--- config.mk ---
export PLATFORM = sky130hd
export DESIGN_NAME = wdw_top
export DESIGN_NICKNAME = d
export VERILOG_FILES = /design/src/shared/wdw_pkg.sv /design/src/verilog/wdw_top.sv /design/src/verilog/wdw_lso_tick.sv
export VERILOG_INCLUDE_DIRS = /design/src /design/src/shared
export SDC_FILE = /design/constraint.sdc
export NUM_CORES = 1
export LEC_CHECK = 0
export BUFFER_PORTS_ARGS = -buffer_cell sky130_fd_sc_hd__buf_2
export CORE_MARGIN = 2
export CORE_UTILIZATION = 56
export CTS_CLUSTER_DIAMETER = 50
export DETAILED_ROUTE_END_ITERATION = 10
export GPL_TIMING_DRIVEN = 1
export PLACE_DENSITY = 0.87
export SETUP_SLACK_MARGIN = 0.3
export SLEW_MARGIN = 20
export SYNTH_ARGS = -nofsm -noshare
export SYNTH_HDL_FRONTEND = slang
export SYNTH_SLANG_ARGS = --single-unit
--- constraint.sdc ---
create_clock -name clk_i -period 5.25 [get_ports clk_i]
set_input_delay 0.7875 -clock clk_i [delete_from_list [all_inputs] [get_ports clk_i]]
set_output_delay 0.7875 -clock clk_i [all_outputs]
set_load 0.03 [all_outputs]
--- src/shared/wdw_consts.svh ---
// Constants of the windowed watchdog: offsets, fields, reset values and timing counts.
`ifndef WDW_CONSTS_SVH
`define WDW_CONSTS_SVH

// ****************************************************************
// Register byte offsets on the bus
// ****************************************************************
`define WDW_ADR_KICK      8'h00
`define WDW_ADR_OPTION    8'h04
`define WDW_ADR_IMS       8'h08
`define WDW_ADR_IXS       8'h0C
`define WDW_ADR_STATUS    8'h10
`define WDW_ADR_MASK      8'h14
`define WDW_ADR_COUNT     8'h18

// ****************************************************************
// Option byte fields
// ****************************************************************
`define WDW_OPT_RUN_BIT   4
`define WDW_OPT_OVF_HI    3
`define WDW_OPT_OVF_LO    1
`define WDW_OPT_WIN_HI    6
`define WDW_OPT_WIN_LO    5

// ****************************************************************
// Kick key and event bit positions
// ****************************************************************
`define WDW_KEY           8'hAC
`define WDW_EV_OVF        0
`define WDW_EV_KEY        1
`define WDW_EV_BITOP      2
`define WDW_EV_WIN        3
`define WDW_EV_FETCH      4
`define WDW_EV_DATA       5
`define WDW_EV_W          6

// ****************************************************************
// Memory map of the access check and reset values
// ****************************************************************
`define WDW_EXA_LO        16'hFB00
`define WDW_EXA_HI        16'hFFCF
`define WDW_EXB_LO        16'hFFE0
`define WDW_EXB_HI        16'hFFFF
`define WDW_HSRAM_END     16'hFF00
`define WDW_IMS_RST       8'h8C
`define WDW_IXS_RST       8'h00

// ****************************************************************
// Timing
// ****************************************************************
`define WDW_CLK_HZ        10000000
`define WDW_LSO_HZ        240000
`define WDW_LSO_DIV       (`WDW_CLK_HZ / `WDW_LSO_HZ)
`define WDW_PER_LOG2_BASE 10
`define WDW_CNT_W         17

`endif

--- src/shared/wdw_pkg.sv ---
// Types shared by the windowed watchdog modules.
package wdw_pkg;

    typedef enum logic [1:0] {
        WDW_LOAD = 2'b00,
        WDW_RUN  = 2'b01,
        WDW_OFF  = 2'b10,
        WDW_TRIP = 2'b11
    } wdw_state_t;

    typedef logic [15:0] wdw_addr_t;

endpackage : wdw_pkg

--- src/verilog/wdw_top.sv ---
// Windowed watchdog with key kick, closed-window check and illegal access check.
`timescale 1ns/1ps
`default_nettype none
`include "wdw_consts.svh"

module wdw_top #(
    parameter int unsigned LSO_DIV = `WDW_LSO_DIV
) (
    input  wire logic             clk_i,       // System clock, 10 MHz.
    input  wire logic             rst_i,       // Synchronous reset, active high.
    input  wire logic [7:0]       opt_byte_i,  // Option byte, sampled after reset release.
    input  wire logic [7:0]       wb_adr_i,    // Wishbone byte address.
    input  wire logic [31:0]      wb_dat_i,    // Wishbone write data.
    input  wire logic [3:0]       wb_sel_i,    // Wishbone byte selects.
    input  wire logic             wb_we_i,     // Wishbone write enable.
    input  wire logic             wb_cyc_i,    // Wishbone cycle.
    input  wire logic             wb_stb_i,    // Wishbone strobe.
    input  wire logic             cpu_bit_op_i, // Current bus write comes from a 1-bit instruction.
    input  wire logic             cpu_fetch_i, // Instruction fetch strobe.
    input  wire logic             cpu_data_i,  // Data read or write strobe.
    input  wire wdw_pkg::wdw_addr_t cpu_addr_i, // CPU address of the fetch or access.
    output logic [31:0]           wb_dat_o,    // Wishbone read data.
    output logic                  wb_ack_o,    // Wishbone acknowledge.
    output logic                  irq_o,       // Level interrupt, unmasked event pending.
    output logic                  rst_req_o    // Internal reset request, held.
);
    import wdw_pkg::*;

    // ****************************************************************
    // Declarations
    // ****************************************************************
    wdw_state_t               state;
    wdw_state_t               next_state;
    logic [7:0]               option;
    logic [7:0]               internal_mem_size_reg;
    logic [7:0]               expansion_ram_size_reg;
    logic [`WDW_EV_W-1:0]     status;
    logic [`WDW_EV_W-1:0]     mask;
    logic [`WDW_CNT_W-1:0]    count;
    logic                     kicked_once;
    logic                     tick;
    logic                     req;
    logic                     wr_fire;
    logic                     kick_wr;
    logic                     kick_ok;
    logic                     running;
    logic [2:0]               ovf_sel;
    logic [1:0]               win_sel;
    logic [`WDW_CNT_W-1:0]    period_last;
    logic [`WDW_CNT_W-1:0]    quarter;
    logic [`WDW_CNT_W-1:0]    closed_len;
    logic                     win_open;
    logic                     ovf_hit;
    logic [16:0]              rom_top;
    logic [16:0]              xram_top;
    logic [16:0]              hsram_lo;
    logic [16:0]              addr_x;
    logic                     in_mem;
    logic                     exempt;
    logic [`WDW_EV_W-1:0]     ev_set;
    logic [`WDW_EV_W-1:0]     ev_clr;
    logic [31:0]              rd_data;

    // ****************************************************************
    // Option byte decode
    // ****************************************************************
    assign running = (state == WDW_RUN);
    assign ovf_sel = option[`WDW_OPT_OVF_HI:`WDW_OPT_OVF_LO];
    assign win_sel = option[`WDW_OPT_WIN_HI:`WDW_OPT_WIN_LO];

    // The period is 2^(10+sel) low-speed ticks; the window opens after a closed head.
    assign period_last = (`WDW_CNT_W'(1) << (`WDW_PER_LOG2_BASE + 32'(ovf_sel))) - `WDW_CNT_W'(1);
    assign quarter     = `WDW_CNT_W'(1) << (`WDW_PER_LOG2_BASE - 2 + 32'(ovf_sel));
    always_comb begin
        unique case (win_sel)
            2'b00: closed_len = `WDW_CNT_W'(quarter * `WDW_CNT_W'(3));
            2'b01: closed_len = `WDW_CNT_W'(quarter * `WDW_CNT_W'(2));
            2'b10: closed_len = quarter;
            2'b11: closed_len = '0;
        endcase
    end
    assign win_open = (count >= closed_len);
    assign ovf_hit  = running && tick && (count == period_last);

    // ****************************************************************
    // Low-speed tick source
    // ****************************************************************
    wdw_lso_tick #(
        .DIV       (LSO_DIV)
    ) u_tick (
        .clk_i     (clk_i),
        .rst_i     (rst_i),
        .restart_i (kick_ok),
        .tick_o    (tick)
    );

    // ****************************************************************
    // Wishbone slave: one wait state, ack for one cycle
    // ****************************************************************
    assign req     = wb_cyc_i && wb_stb_i;
    assign wr_fire = req && wb_we_i && wb_ack_o;
    assign kick_wr = wr_fire && (wb_adr_i == `WDW_ADR_KICK) && wb_sel_i[0] && running;

    always_ff @(posedge clk_i) begin
        if (rst_i) begin
            wb_ack_o <= 1'b0;
        end else begin
            wb_ack_o <= req && !wb_ack_o;
        end
    end

    always_comb begin
        rd_data = 32'h0000_0000;
        unique case (wb_adr_i)
            `WDW_ADR_OPTION: rd_data = {24'h00_0000, option};
            `WDW_ADR_IMS:    rd_data = {24'h00_0000, internal_mem_size_reg};
            `WDW_ADR_IXS:    rd_data = {24'h00_0000, expansion_ram_size_reg};
            `WDW_ADR_STATUS: rd_data = {{(32-`WDW_EV_W){1'b0}}, status};
            `WDW_ADR_MASK:   rd_data = {{(32-`WDW_EV_W){1'b0}}, mask};
            `WDW_ADR_COUNT:  rd_data = {{(32-`WDW_CNT_W){1'b0}}, count};
            default:         rd_data = 32'h0000_0000;
        endcase
    end

    always_ff @(posedge clk_i) begin
        if (rst_i) begin
            wb_dat_o <= 32'h0000_0000;
        end else if (req && !wb_ack_o && !wb_we_i) begin
            wb_dat_o <= rd_data;
        end else begin
            wb_dat_o <= 32'h0000_0000;
        end
    end

    // ****************************************************************
    // Software registers
    // ****************************************************************
    always_ff @(posedge clk_i) begin
        if (rst_i) begin
            internal_mem_size_reg <= `WDW_IMS_RST;
            expansion_ram_size_reg <= `WDW_IXS_RST;
        end else if (wr_fire && wb_sel_i[0]) begin
            if (wb_adr_i == `WDW_ADR_IMS) begin
                internal_mem_size_reg <= wb_dat_i[7:0];
            end
            if (wb_adr_i == `WDW_ADR_IXS) begin
                expansion_ram_size_reg <= wb_dat_i[7:0];
            end
        end
    end

    always_ff @(posedge clk_i) begin
        if (rst_i) begin
            mask <= '0;
        end else if (wr_fire && wb_sel_i[0] && (wb_adr_i == `WDW_ADR_MASK)) begin
            mask <= wb_dat_i[`WDW_EV_W-1:0];
        end
    end

    // ****************************************************************
    // Start-up: option byte is caught on the first edge after release
    // ****************************************************************
    always_comb begin
        next_state = state;
        unique case (state)
            WDW_LOAD: next_state = opt_byte_i[`WDW_OPT_RUN_BIT] ? WDW_RUN : WDW_OFF;
            WDW_RUN:  next_state = (ev_set != '0) ? WDW_TRIP : WDW_RUN;
            WDW_OFF:  next_state = WDW_OFF;
            WDW_TRIP: next_state = WDW_TRIP;
        endcase
    end

    always_ff @(posedge clk_i) begin
        if (rst_i) begin
            state <= WDW_LOAD;
        end else begin
            state <= next_state;
        end
    end

    // The option byte is fixed for the whole run; later strap changes are ignored.
    always_ff @(posedge clk_i) begin
        if (rst_i) begin
            option <= 8'h00;
        end else if (state == WDW_LOAD) begin
            option <= opt_byte_i;
        end
    end

    // ****************************************************************
    // Kick checks
    // ****************************************************************
    always_comb begin
        ev_set  = '0;
        kick_ok = 1'b0;
        if (kick_wr) begin
            if (cpu_bit_op_i) begin
                ev_set[`WDW_EV_BITOP] = 1'b1;
            end else if (wb_dat_i[7:0] != `WDW_KEY) begin
                ev_set[`WDW_EV_KEY] = 1'b1;
            end else if (kicked_once && !win_open) begin
                ev_set[`WDW_EV_WIN] = 1'b1;
            end else begin
                kick_ok = 1'b1;
            end
        end
        // A good kick in the same cycle as the last tick wins over overflow.
        if (ovf_hit && !kick_ok) begin
            ev_set[`WDW_EV_OVF] = 1'b1;
        end
        if (running && cpu_fetch_i && !in_mem) begin
            ev_set[`WDW_EV_FETCH] = 1'b1;
        end
        if (running && cpu_data_i && !in_mem && !exempt) begin
            ev_set[`WDW_EV_DATA] = 1'b1;
        end
    end

    always_ff @(posedge clk_i) begin
        if (rst_i) begin
            kicked_once <= 1'b0;
        end else if (kick_ok) begin
            kicked_once <= 1'b1;
        end
    end

    // ****************************************************************
    // Counter
    // ****************************************************************
    always_ff @(posedge clk_i) begin
        if (rst_i) begin
            count <= '0;
        end else if (kick_ok) begin
            count <= '0;
        end else if (running && tick && (count != period_last)) begin
            count <= count + `WDW_CNT_W'(1);
        end
    end

    // ****************************************************************
    // Access check
    // ****************************************************************
    // ROM ends at ims[3:0] * 4 KB, expansion RAM follows for ixs[3:0] * 1 KB,
    // and high-speed RAM sits just below FF00H for ims[7:4] * 256 bytes.
    assign addr_x   = {1'b0, cpu_addr_i};
    assign rom_top  = {1'b0, internal_mem_size_reg[3:0], 12'h000};
    assign xram_top = rom_top + {3'b000, expansion_ram_size_reg[3:0], 10'h000};
    assign hsram_lo = {1'b0, `WDW_HSRAM_END} - {5'b00000, internal_mem_size_reg[7:4], 8'h00};
    assign in_mem   = (addr_x < xram_top) ||
                      ((addr_x >= hsram_lo) && (addr_x < {1'b0, `WDW_HSRAM_END}));
    assign exempt   = ((cpu_addr_i >= `WDW_EXA_LO) && (cpu_addr_i <= `WDW_EXA_HI)) ||
                      (cpu_addr_i >= `WDW_EXB_LO);

    // ****************************************************************
    // Status, interrupt and reset request
    // ****************************************************************
    assign ev_clr = (wr_fire && wb_sel_i[0] && (wb_adr_i == `WDW_ADR_STATUS)) ?
                    wb_dat_i[`WDW_EV_W-1:0] : '0;

    // A new event wins over a write-one clear in the same cycle.
    always_ff @(posedge clk_i) begin
        if (rst_i) begin
            status <= '0;
        end else begin
            status <= (status & ~ev_clr) | ev_set;
        end
    end

    always_ff @(posedge clk_i) begin
        if (rst_i) begin
            irq_o <= 1'b0;
        end else begin
            irq_o <= |(((status & ~ev_clr) | ev_set) & mask);
        end
    end

    // Only a system reset releases the request, so software cannot mask a trip.
    always_ff @(posedge clk_i) begin
        if (rst_i) begin
            rst_req_o <= 1'b0;
        end else if (ev_set != '0) begin
            rst_req_o <= 1'b1;
        end
    end

endmodule : wdw_top
`default_nettype wire

--- src/verilog/wdw_lso_tick.sv ---
// Low-speed oscillator tick generator for the watchdog counter.
`timescale 1ns/1ps
`default_nettype none
module wdw_lso_tick #(
    parameter int unsigned DIV = 41
) (
    input  wire logic clk_i,     // System clock.
    input  wire logic rst_i,     // Synchronous reset, active high.
    input  wire logic restart_i, // Restart the phase of the tick.
    output logic      tick_o     // One-cycle tick per low-speed period.
);
    import wdw_pkg::*;

    logic [15:0] div_cnt;

    // Restarting the phase on a kick keeps the overflow error below one low-speed period.
    always_ff @(posedge clk_i) begin
        if (rst_i || restart_i) begin
            div_cnt <= 16'h0000;
            tick_o  <= 1'b0;
        end else if (div_cnt == 16'(DIV - 1)) begin
            div_cnt <= 16'h0000;
            tick_o  <= 1'b1;
        end else begin
            div_cnt <= div_cnt + 16'h0001;
            tick_o  <= 1'b0;
        end
    end

endmodule : wdw_lso_tick
`default_nettype wire

==> results of run 1 <==
-- area by class of cell --
type | count | share of cell area
Clock inverter | 6 | 0.009011
Sequential cell | 93 | 0.3118
Timing Repair Buffer | 70 | 0.05951
Inverter | 27 | 0.01697
Tap cell | 133 | 0.02787
Clock buffer | 10 | 0.02137
Multi-Input combinational cell | 492 | 0.5534
-- metrics by stage --
step | std cells | total power, uW
2_1_floorplan | 651 | 869.5
3_3_place_gp | 815 | 904.8
3_5_place_dp | 815 | 913.8
4_1_cts | 831 | 1360
5_1_grt | 831 | 1417
6_report | 831 | 1363
-- cell usage after synthesis, types with 3 or more instances --
cell type,count,share of area
nand4_1,14,0.016
and2_1,11,0.013
buf_2,9,0.0083
o31ai_1,4,0.0055
o21ai_0,17,0.016
nor2_1,71,0.049
buf_4,15,0.021
and3_1,5,0.0057
mux2i_1,33,0.061
buf_6,3,0.0062
xnor2_1,15,0.024
inv_1,25,0.017
nand2b_1,3,0.0034
o211ai_1,3,0.0041
nor4_1,8,0.0092
nor3_1,19,0.017
a31oi_1,12,0.014
and4_1,5,0.0080
or4_1,6,0.0083
o311ai_0,3,0.0048
nand3_1,21,0.019
a21oi_1,27,0.025
ha_1,36,0.083
nand3b_1,3,0.0041
or3_1,16,0.018
dfxtp_1,93,0.34
a22o_1,3,0.0048
xor2_1,14,0.022
a22oi_1,13,0.018
nand2_1,57,0.039
nor2b_1,6,0.0069
nor4b_1,3,0.0048
o41ai_1,5,0.0080
a32oi_1,4,0.0064
clkbuf_1,10,0.0069
-- worst paths after layout --
check        slack (ps)  cells past startpoint   endpoint
max                 730                     14   count[5]
min                 490                      2  status[0]
max reg2reg         730                     14   count[5]
min reg2reg         490                      2  status[0]
-- worst max-delay path: cells and delay by family, from the launching register on --
kind / cells / cell delay [ps]
XOR/XNOR: 1 / 170
AO/OA/AOI/OAI: 6 / 1390
adder cells (fa/ha/maj): 2 / 550
buffers and inverters: 1 / 360
flip-flops: 1 / 780
AND/OR/NAND/NOR: 4 / 1220
-- cell families after synthesis --
group	count (synthesis)	share of synthesized area
AOI/OAI and AO/OA	109	0.1354
xor gates and xnor gates	29	0.04659
adders and majority gates	37	0.08630
buffers and inverters	66	0.06197
DFF	93	0.3415
muxes	34	0.06266
other	1	0.0006879
and+or+nand+nor	268	0.2649
-- metal layers --
layer	GRT usage	up-vias	part of all wire
met2	0.4666	251	0.50
met5	0	-	0
li1	-	2393	-
met1	0.3399	2317	0.41
met4	0.08615	0	0.020
met3	0.04610	26	0.075
-- layout by cell type (no fill, tap or decap), types with 4 or more instances in the layout --
master    netlist  layout
dfxtp_1        93      93
nor2_1         71      71
buf_2           9      68
nand2_1        57      57
ha_1           36      36
mux2i_1        33      33
a21oi_1        27      27
inv_1          25      25
nand3_1        21      21
nor3_1         19      19
o21ai_0        17      17
or3_1          16      16
xnor2_1        15      15
conb_1          1      15
xor2_1         14      14
nand4_1        14      14
a22oi_1        13      13
a31oi_1        12      12
and2_1         11      11
clkbuf_8        0       9
nor4_1          8       8
nor2b_1         6       6
or4_1           6       6
and3_1          5       5
and4_1          5       5
o41ai_1         5       5
a32oi_1         4       4
o31ai_1         4       4
-- power breakdown --
part / leakage [uW] / switching [uW] / total [uW] / internal, uW
combinational: 0.00146 / 105 / 164 / 59.4
clock: 0.0000898 / 280 / 461 / 182
sequential: 0.000752 / 22.6 / 737 / 714
total: 0.00230 / 407 / 1360 / 955
==> flow_summary.ini, run 1 <==
[timing]
fin_setup_tns_ps = 0
setup_viol = 0
max_freq_mhz = 221.3
tightest_slew_ps = 994.1
fin_skew_ps = 11.61
finalHoldViolCount = 0
slew_headroom = 0.3359
slew_viol_final = 0
setup_ws_ps = 731.7
rsz0062_at_grt = false
min_period_ps = 4518
timing.final.crit_share = 0.8606
whs_ps = 487.1

[grt]
overflow = 0
grt_pass1_wl_um = 22400
grt_usage = 0.2688
antenna_found_initial = 0
grt_max_degree = 46
grt_pass1_vias = 4682

[power_and_ir_drop]
p_leak_uw = 0.002298
power_density_nw_per_um2 = 228.3
max-vdd-ir-drop_mv = 0.1399

[die]
rows = 36
coreArea_um2 = 9594
initial_core_util = 0.5682
die-area_um2 = 10540
num_io_pins = 111
die_h_um = 102.7
dieWidth_um = 102.7

[worst_setup_path]
path_class = reg2reg
required_ps = 5580
worstPathArrival_ps = 4840
r2r-start = option[2]
cp_max_fo = 18
crit_chain = inv_1 -> nor3_1 -> ha_1 -> o2111ai_1 -> xnor2_1 -> a211oi_1 -> a31oi_1 -> ha_1 -> a21oi_1 -> o2111ai_1 -> o311a_2 -> or2_4 -> or4_1 -> nand2_1
cp_slowest_stage_delay_ps = 780
slowest_stage = dfxtp_1
cp-end-kind = register
critical_path.startpoint = option[2]
cp-start-kind = register

[clock_network]
cts_sinks = 93
clk_path_buf_depth = 2
holdBufCountCts = 0
htreeDepth = 3
cts_made_buffers = 9
worstSkewPairLatency_ps = 380
clkTransAtPathRegs_ps = 100
cts_tree = done
post-cts-setup-buffers = 0
cts_root_buf = clkbuf_8
ctsResizeCount = 0

[finish]
nets = 806
seqCellArea_um2 = 1862
top_regs = count (17), wb_dat_o (17), u_tick.div_cnt (16)
design_area_um2 = 5971
area_growth_pct = 9.525
post-route-util = 0.6223
drive_gt1_frac = 0.1418
fill_cells = 861
multiInputGateArea_um2 = 3304
antenna_cells = 0

[detailed_routing]
drt_wl_total_um = 13680
vias_per_cell = 6.001
via_count = 4987
final_antenna_net_count = 0
wl_per_cell_um = 16.46
detail_route.iter0.violations = 377
drc_errors = 0
drt_pass1_iterations = 5

[placement]
io_buffers = 68
dp_hpwl_um = 10220
pre_cts_ws_ps = 848.9
place_area_um2 = 5789
globalplace.congestion = 0.9354

[logic_synthesis]
synth_cell_types = 69
mappedNetlistArea_um2 = 5451
synthFlopType = dfxtp_1
avgSynthCellArea_um2 = 8.558
synth_warnings = 0
ys_seq_area_frac = 0.3415
async_reset_ff_frac = 0
synth-edff-count = 0
syn_inst = 637
ys_ff_latch = 93

[worst_hold_path]
hold_start = status[0]
hold_class = reg2reg

[status]
outcome = complete, no violations

[job]
maxCapViolCount = 0
(Power assumes the default switching activity.)
==> inputs of run 2 (changes only) <==
--- a/config.mk
+++ b/config.mk
@@ -8,13 +8,14 @@
 export LEC_CHECK = 0
 export BUFFER_PORTS_ARGS = -buffer_cell sky130_fd_sc_hd__buf_2
 export CORE_MARGIN = 2
-export CORE_UTILIZATION = 56
+export CORE_UTILIZATION = 45
 export CTS_CLUSTER_DIAMETER = 50
 export DETAILED_ROUTE_END_ITERATION = 10
-export GPL_TIMING_DRIVEN = 1
-export PLACE_DENSITY = 0.87
+export GPL_TIMING_DRIVEN = 0
+export PLACE_DENSITY = 0.74
 export SETUP_SLACK_MARGIN = 0.3
 export SLEW_MARGIN = 20
 export SYNTH_ARGS = -nofsm -noshare
 export SYNTH_HDL_FRONTEND = slang
+export SYNTH_HIERARCHICAL = 1
 export SYNTH_SLANG_ARGS = --single-unit
==> run 2 against run 1 <==
Against the previous run:
- sequential cell count is the same
- design area increased by 4.7%
- sequential share of layout area shrank 1.4 points
- hold slack worse by 37 ps
- largest cell class unchanged
- global-route usage shrank 4.5 points
==> flow_summary.ini, run 2 <==
[status]
outcome = complete, no violations

[clock_network]
holdBufCountCts = 0
htreeDepth = 3
clkTransAtPathRegs_ps = 70
cts_made_buffers = 9
worstSkewPairLatency_ps = 340
cts_tree = done
clk_path_buf_depth = 2
cts_root_buf = clkbuf_16
ctsResizeCount = 0
cts_sinks = 93
post-cts-setup-buffers = 0

[worst_setup_path]
cp_max_fo = 10
required_ps = 5540
cp-end-kind = register
worstPathArrival_ps = 4490
cp-start-kind = register
path_class = reg2reg

[timing]
tightest_slew_ps = 771.1
slew_viol_final = 0
rsz0062_at_grt = false
max_freq_mhz = 238.1
slew_headroom = 0.4820
fin_skew_ps = 6.380
min_period_ps = 4200
setup_viol = 0
timing.final.crit_share = 0.8001
finalHoldViolCount = 0
fin_setup_tns_ps = 0
setup_ws_ps = 1050

[placement]
dp_hpwl_um = 10830
pre_cts_ws_ps = 1100
globalplace.congestion = 0.8978
io_buffers = 67
place_area_um2 = 5952

[grt]
grt_pass1_wl_um = 23160
top_usage_layer = met2
grt_use_met3 = 0.04198
overflow = 0
met2_usage = 0.3764
grt_usage = 0.2243
grt_use_met1 = 0.2819
antenna_found_initial = 0
grt_max_degree = 17
grt_pass1_vias = 4898

[finish]
seqCellArea_um2 = 1862
design_area_um2 = 6252
nets = 835
area_growth_pct = 16.10
final_common_cell = dfxtp_1
fill_cells = 1064
layout_common_cells = dfxtp_1, buf_2, nor2_1
antenna_cells = 0
multiInputGateArea_um2 = 3282
drive_gt1_frac = 0.1747
top_regs = count (17), wb_dat_o (17), u_tick/div_cnt (16)

[job]
maxCapViolCount = 0

[logic_synthesis]
avgSynthCellArea_um2 = 8.548
synth_cell_types = 71
synth_common_cells = dfxtp_1, nor2_1, nand2_1, ha_1
ys_seq_area_frac = 0.3457
async_reset_ff_frac = 0
syn_inst = 630
synth-edff-count = 0
synth_area_leaders = dfxtp_1, ha_1, nor2_1
ys_ff_latch = 93
yosys.area.top_type = dfxtp_1
mappedNetlistArea_um2 = 5385
synth_top_area_share = 0.3457
synth_warnings = 6
synthFlopType = dfxtp_1
yosysMostFrequentCell = dfxtp_1

[power_and_ir_drop]
max-vdd-ir-drop_mv = 0.1206
p_leak_uw = 0.002497
power_density_nw_per_um2 = 251.4
power_uw = 1572

[die]
die_h_um = 113.4
dieWidth_um = 113.4
initial_core_util = 0.4656
coreArea_um2 = 11560
die-area_um2 = 12860
rows = 39
num_io_pins = 111

[detailed_routing]
drt_pass1_iterations = 5
wl_per_cell_um = 16.16
vias_per_cell = 5.697
via_count = 4956
drc_errors = 0
drt_wl_total_um = 14060
final_antenna_net_count = 0
detail_route.iter0.violations = 284

[worst_hold_path]
hold_class = reg2reg
## run 2: cell count changes in the layout (fill, tap and decap cells not counted), moves of 7 or more
cell       delta
clkbuf_8      -9
buf_4        +13
mux2_2        +7
inv_1         -7
nand3_1      +14
or3_1        -10
clkbuf_16     +9
mux2i_1      -18
a31oi_1      -12
a21oi_1       +8
clkbuf_1     +18
o21ai_1       +7
## run 2: final cells by class
cell class / count / share of cell area
Sequential cell: 93 / 0.2978
Tap cell: 143 / 0.02862
Inverter: 21 / 0.01261
Multi-Input combinational cell: 491 / 0.5249
Buffer: 39 / 0.03442
Clock inverter: 6 / 0.01141
Clock buffer: 10 / 0.03662
Timing Repair Buffer: 67 / 0.05363
## run 2: cell families (layout without fill, tap and decap cells)
kind of cell	count (synthesis)	after routing	share of synthesized area
buffers and inverters	60	143	0.05460
adders and majority gates	37	37	0.08736
muxes	24	24	0.04670
and+or+nand+nor	269	269	0.2700
DFF	93	93	0.3457
AOI/OAI and AO/OA	110	110	0.1364
other	1	15	0.0006964
xor gates and xnor gates	36	36	0.05855
## run 2: worst paths after layout
check	startpoint	endpoint	slack [ps]	cells past startpoint
hold / removal	rst_req_o	rst_req_o	450	2
setup / recovery	option[2]	count[9]	1050	18
hold reg to reg	rst_req_o	rst_req_o	450	2
setup reg to reg	option[2]	count[9]	1050	18
## run 2: metal layers
layer | up-vias | wire, um
li1 | 2411 | -
met1 | 2344 | 6177
met2 | 165 | 6746
met3 | 36 | 727
met4 | 0 | 409
met5 | - | 0
## run 2: worst max-delay path: stages, from the launching register on
cell	delay [ps]
dfxtp_1	490
buf_1	440
inv_2	190
nand2_1	150
nor2_1	50
ha_1	180
and2_1	190
a41oi_1	240
nor3_1	80
xnor2_1	170
nand2b_1	80
ha_1	310
nand2_1	80
o2111ai_1	120
or3_1	440
nand2_1	120
nand2_1	190
or4_1	550
nand2_1	80
## run 2: report_power, final
group / leakage, uW / total [uW] / internal (uW) / switching [uW]
Sequential: 0.000752 / 728 / 715 / 13.1
Clock: 0.000139 / 659 / 373 / 287
Combinational: 0.00161 / 185 / 69.8 / 115
## run 2: stage by stage
| step | utilization | std cells | hold WS, ps |
|---|---|---|---|
| floorplan | - | 644 | 436.3 |
| global placement | 0.5147 | 854 | 439.2 |
| detailed placement | 0.5147 | 854 | 439.3 |
| CTS | 0.5406 | 870 | 449.1 |
| global route | 0.5406 | 870 | 487.8 |
| finish | 0.5406 | 870 | 449.9 |
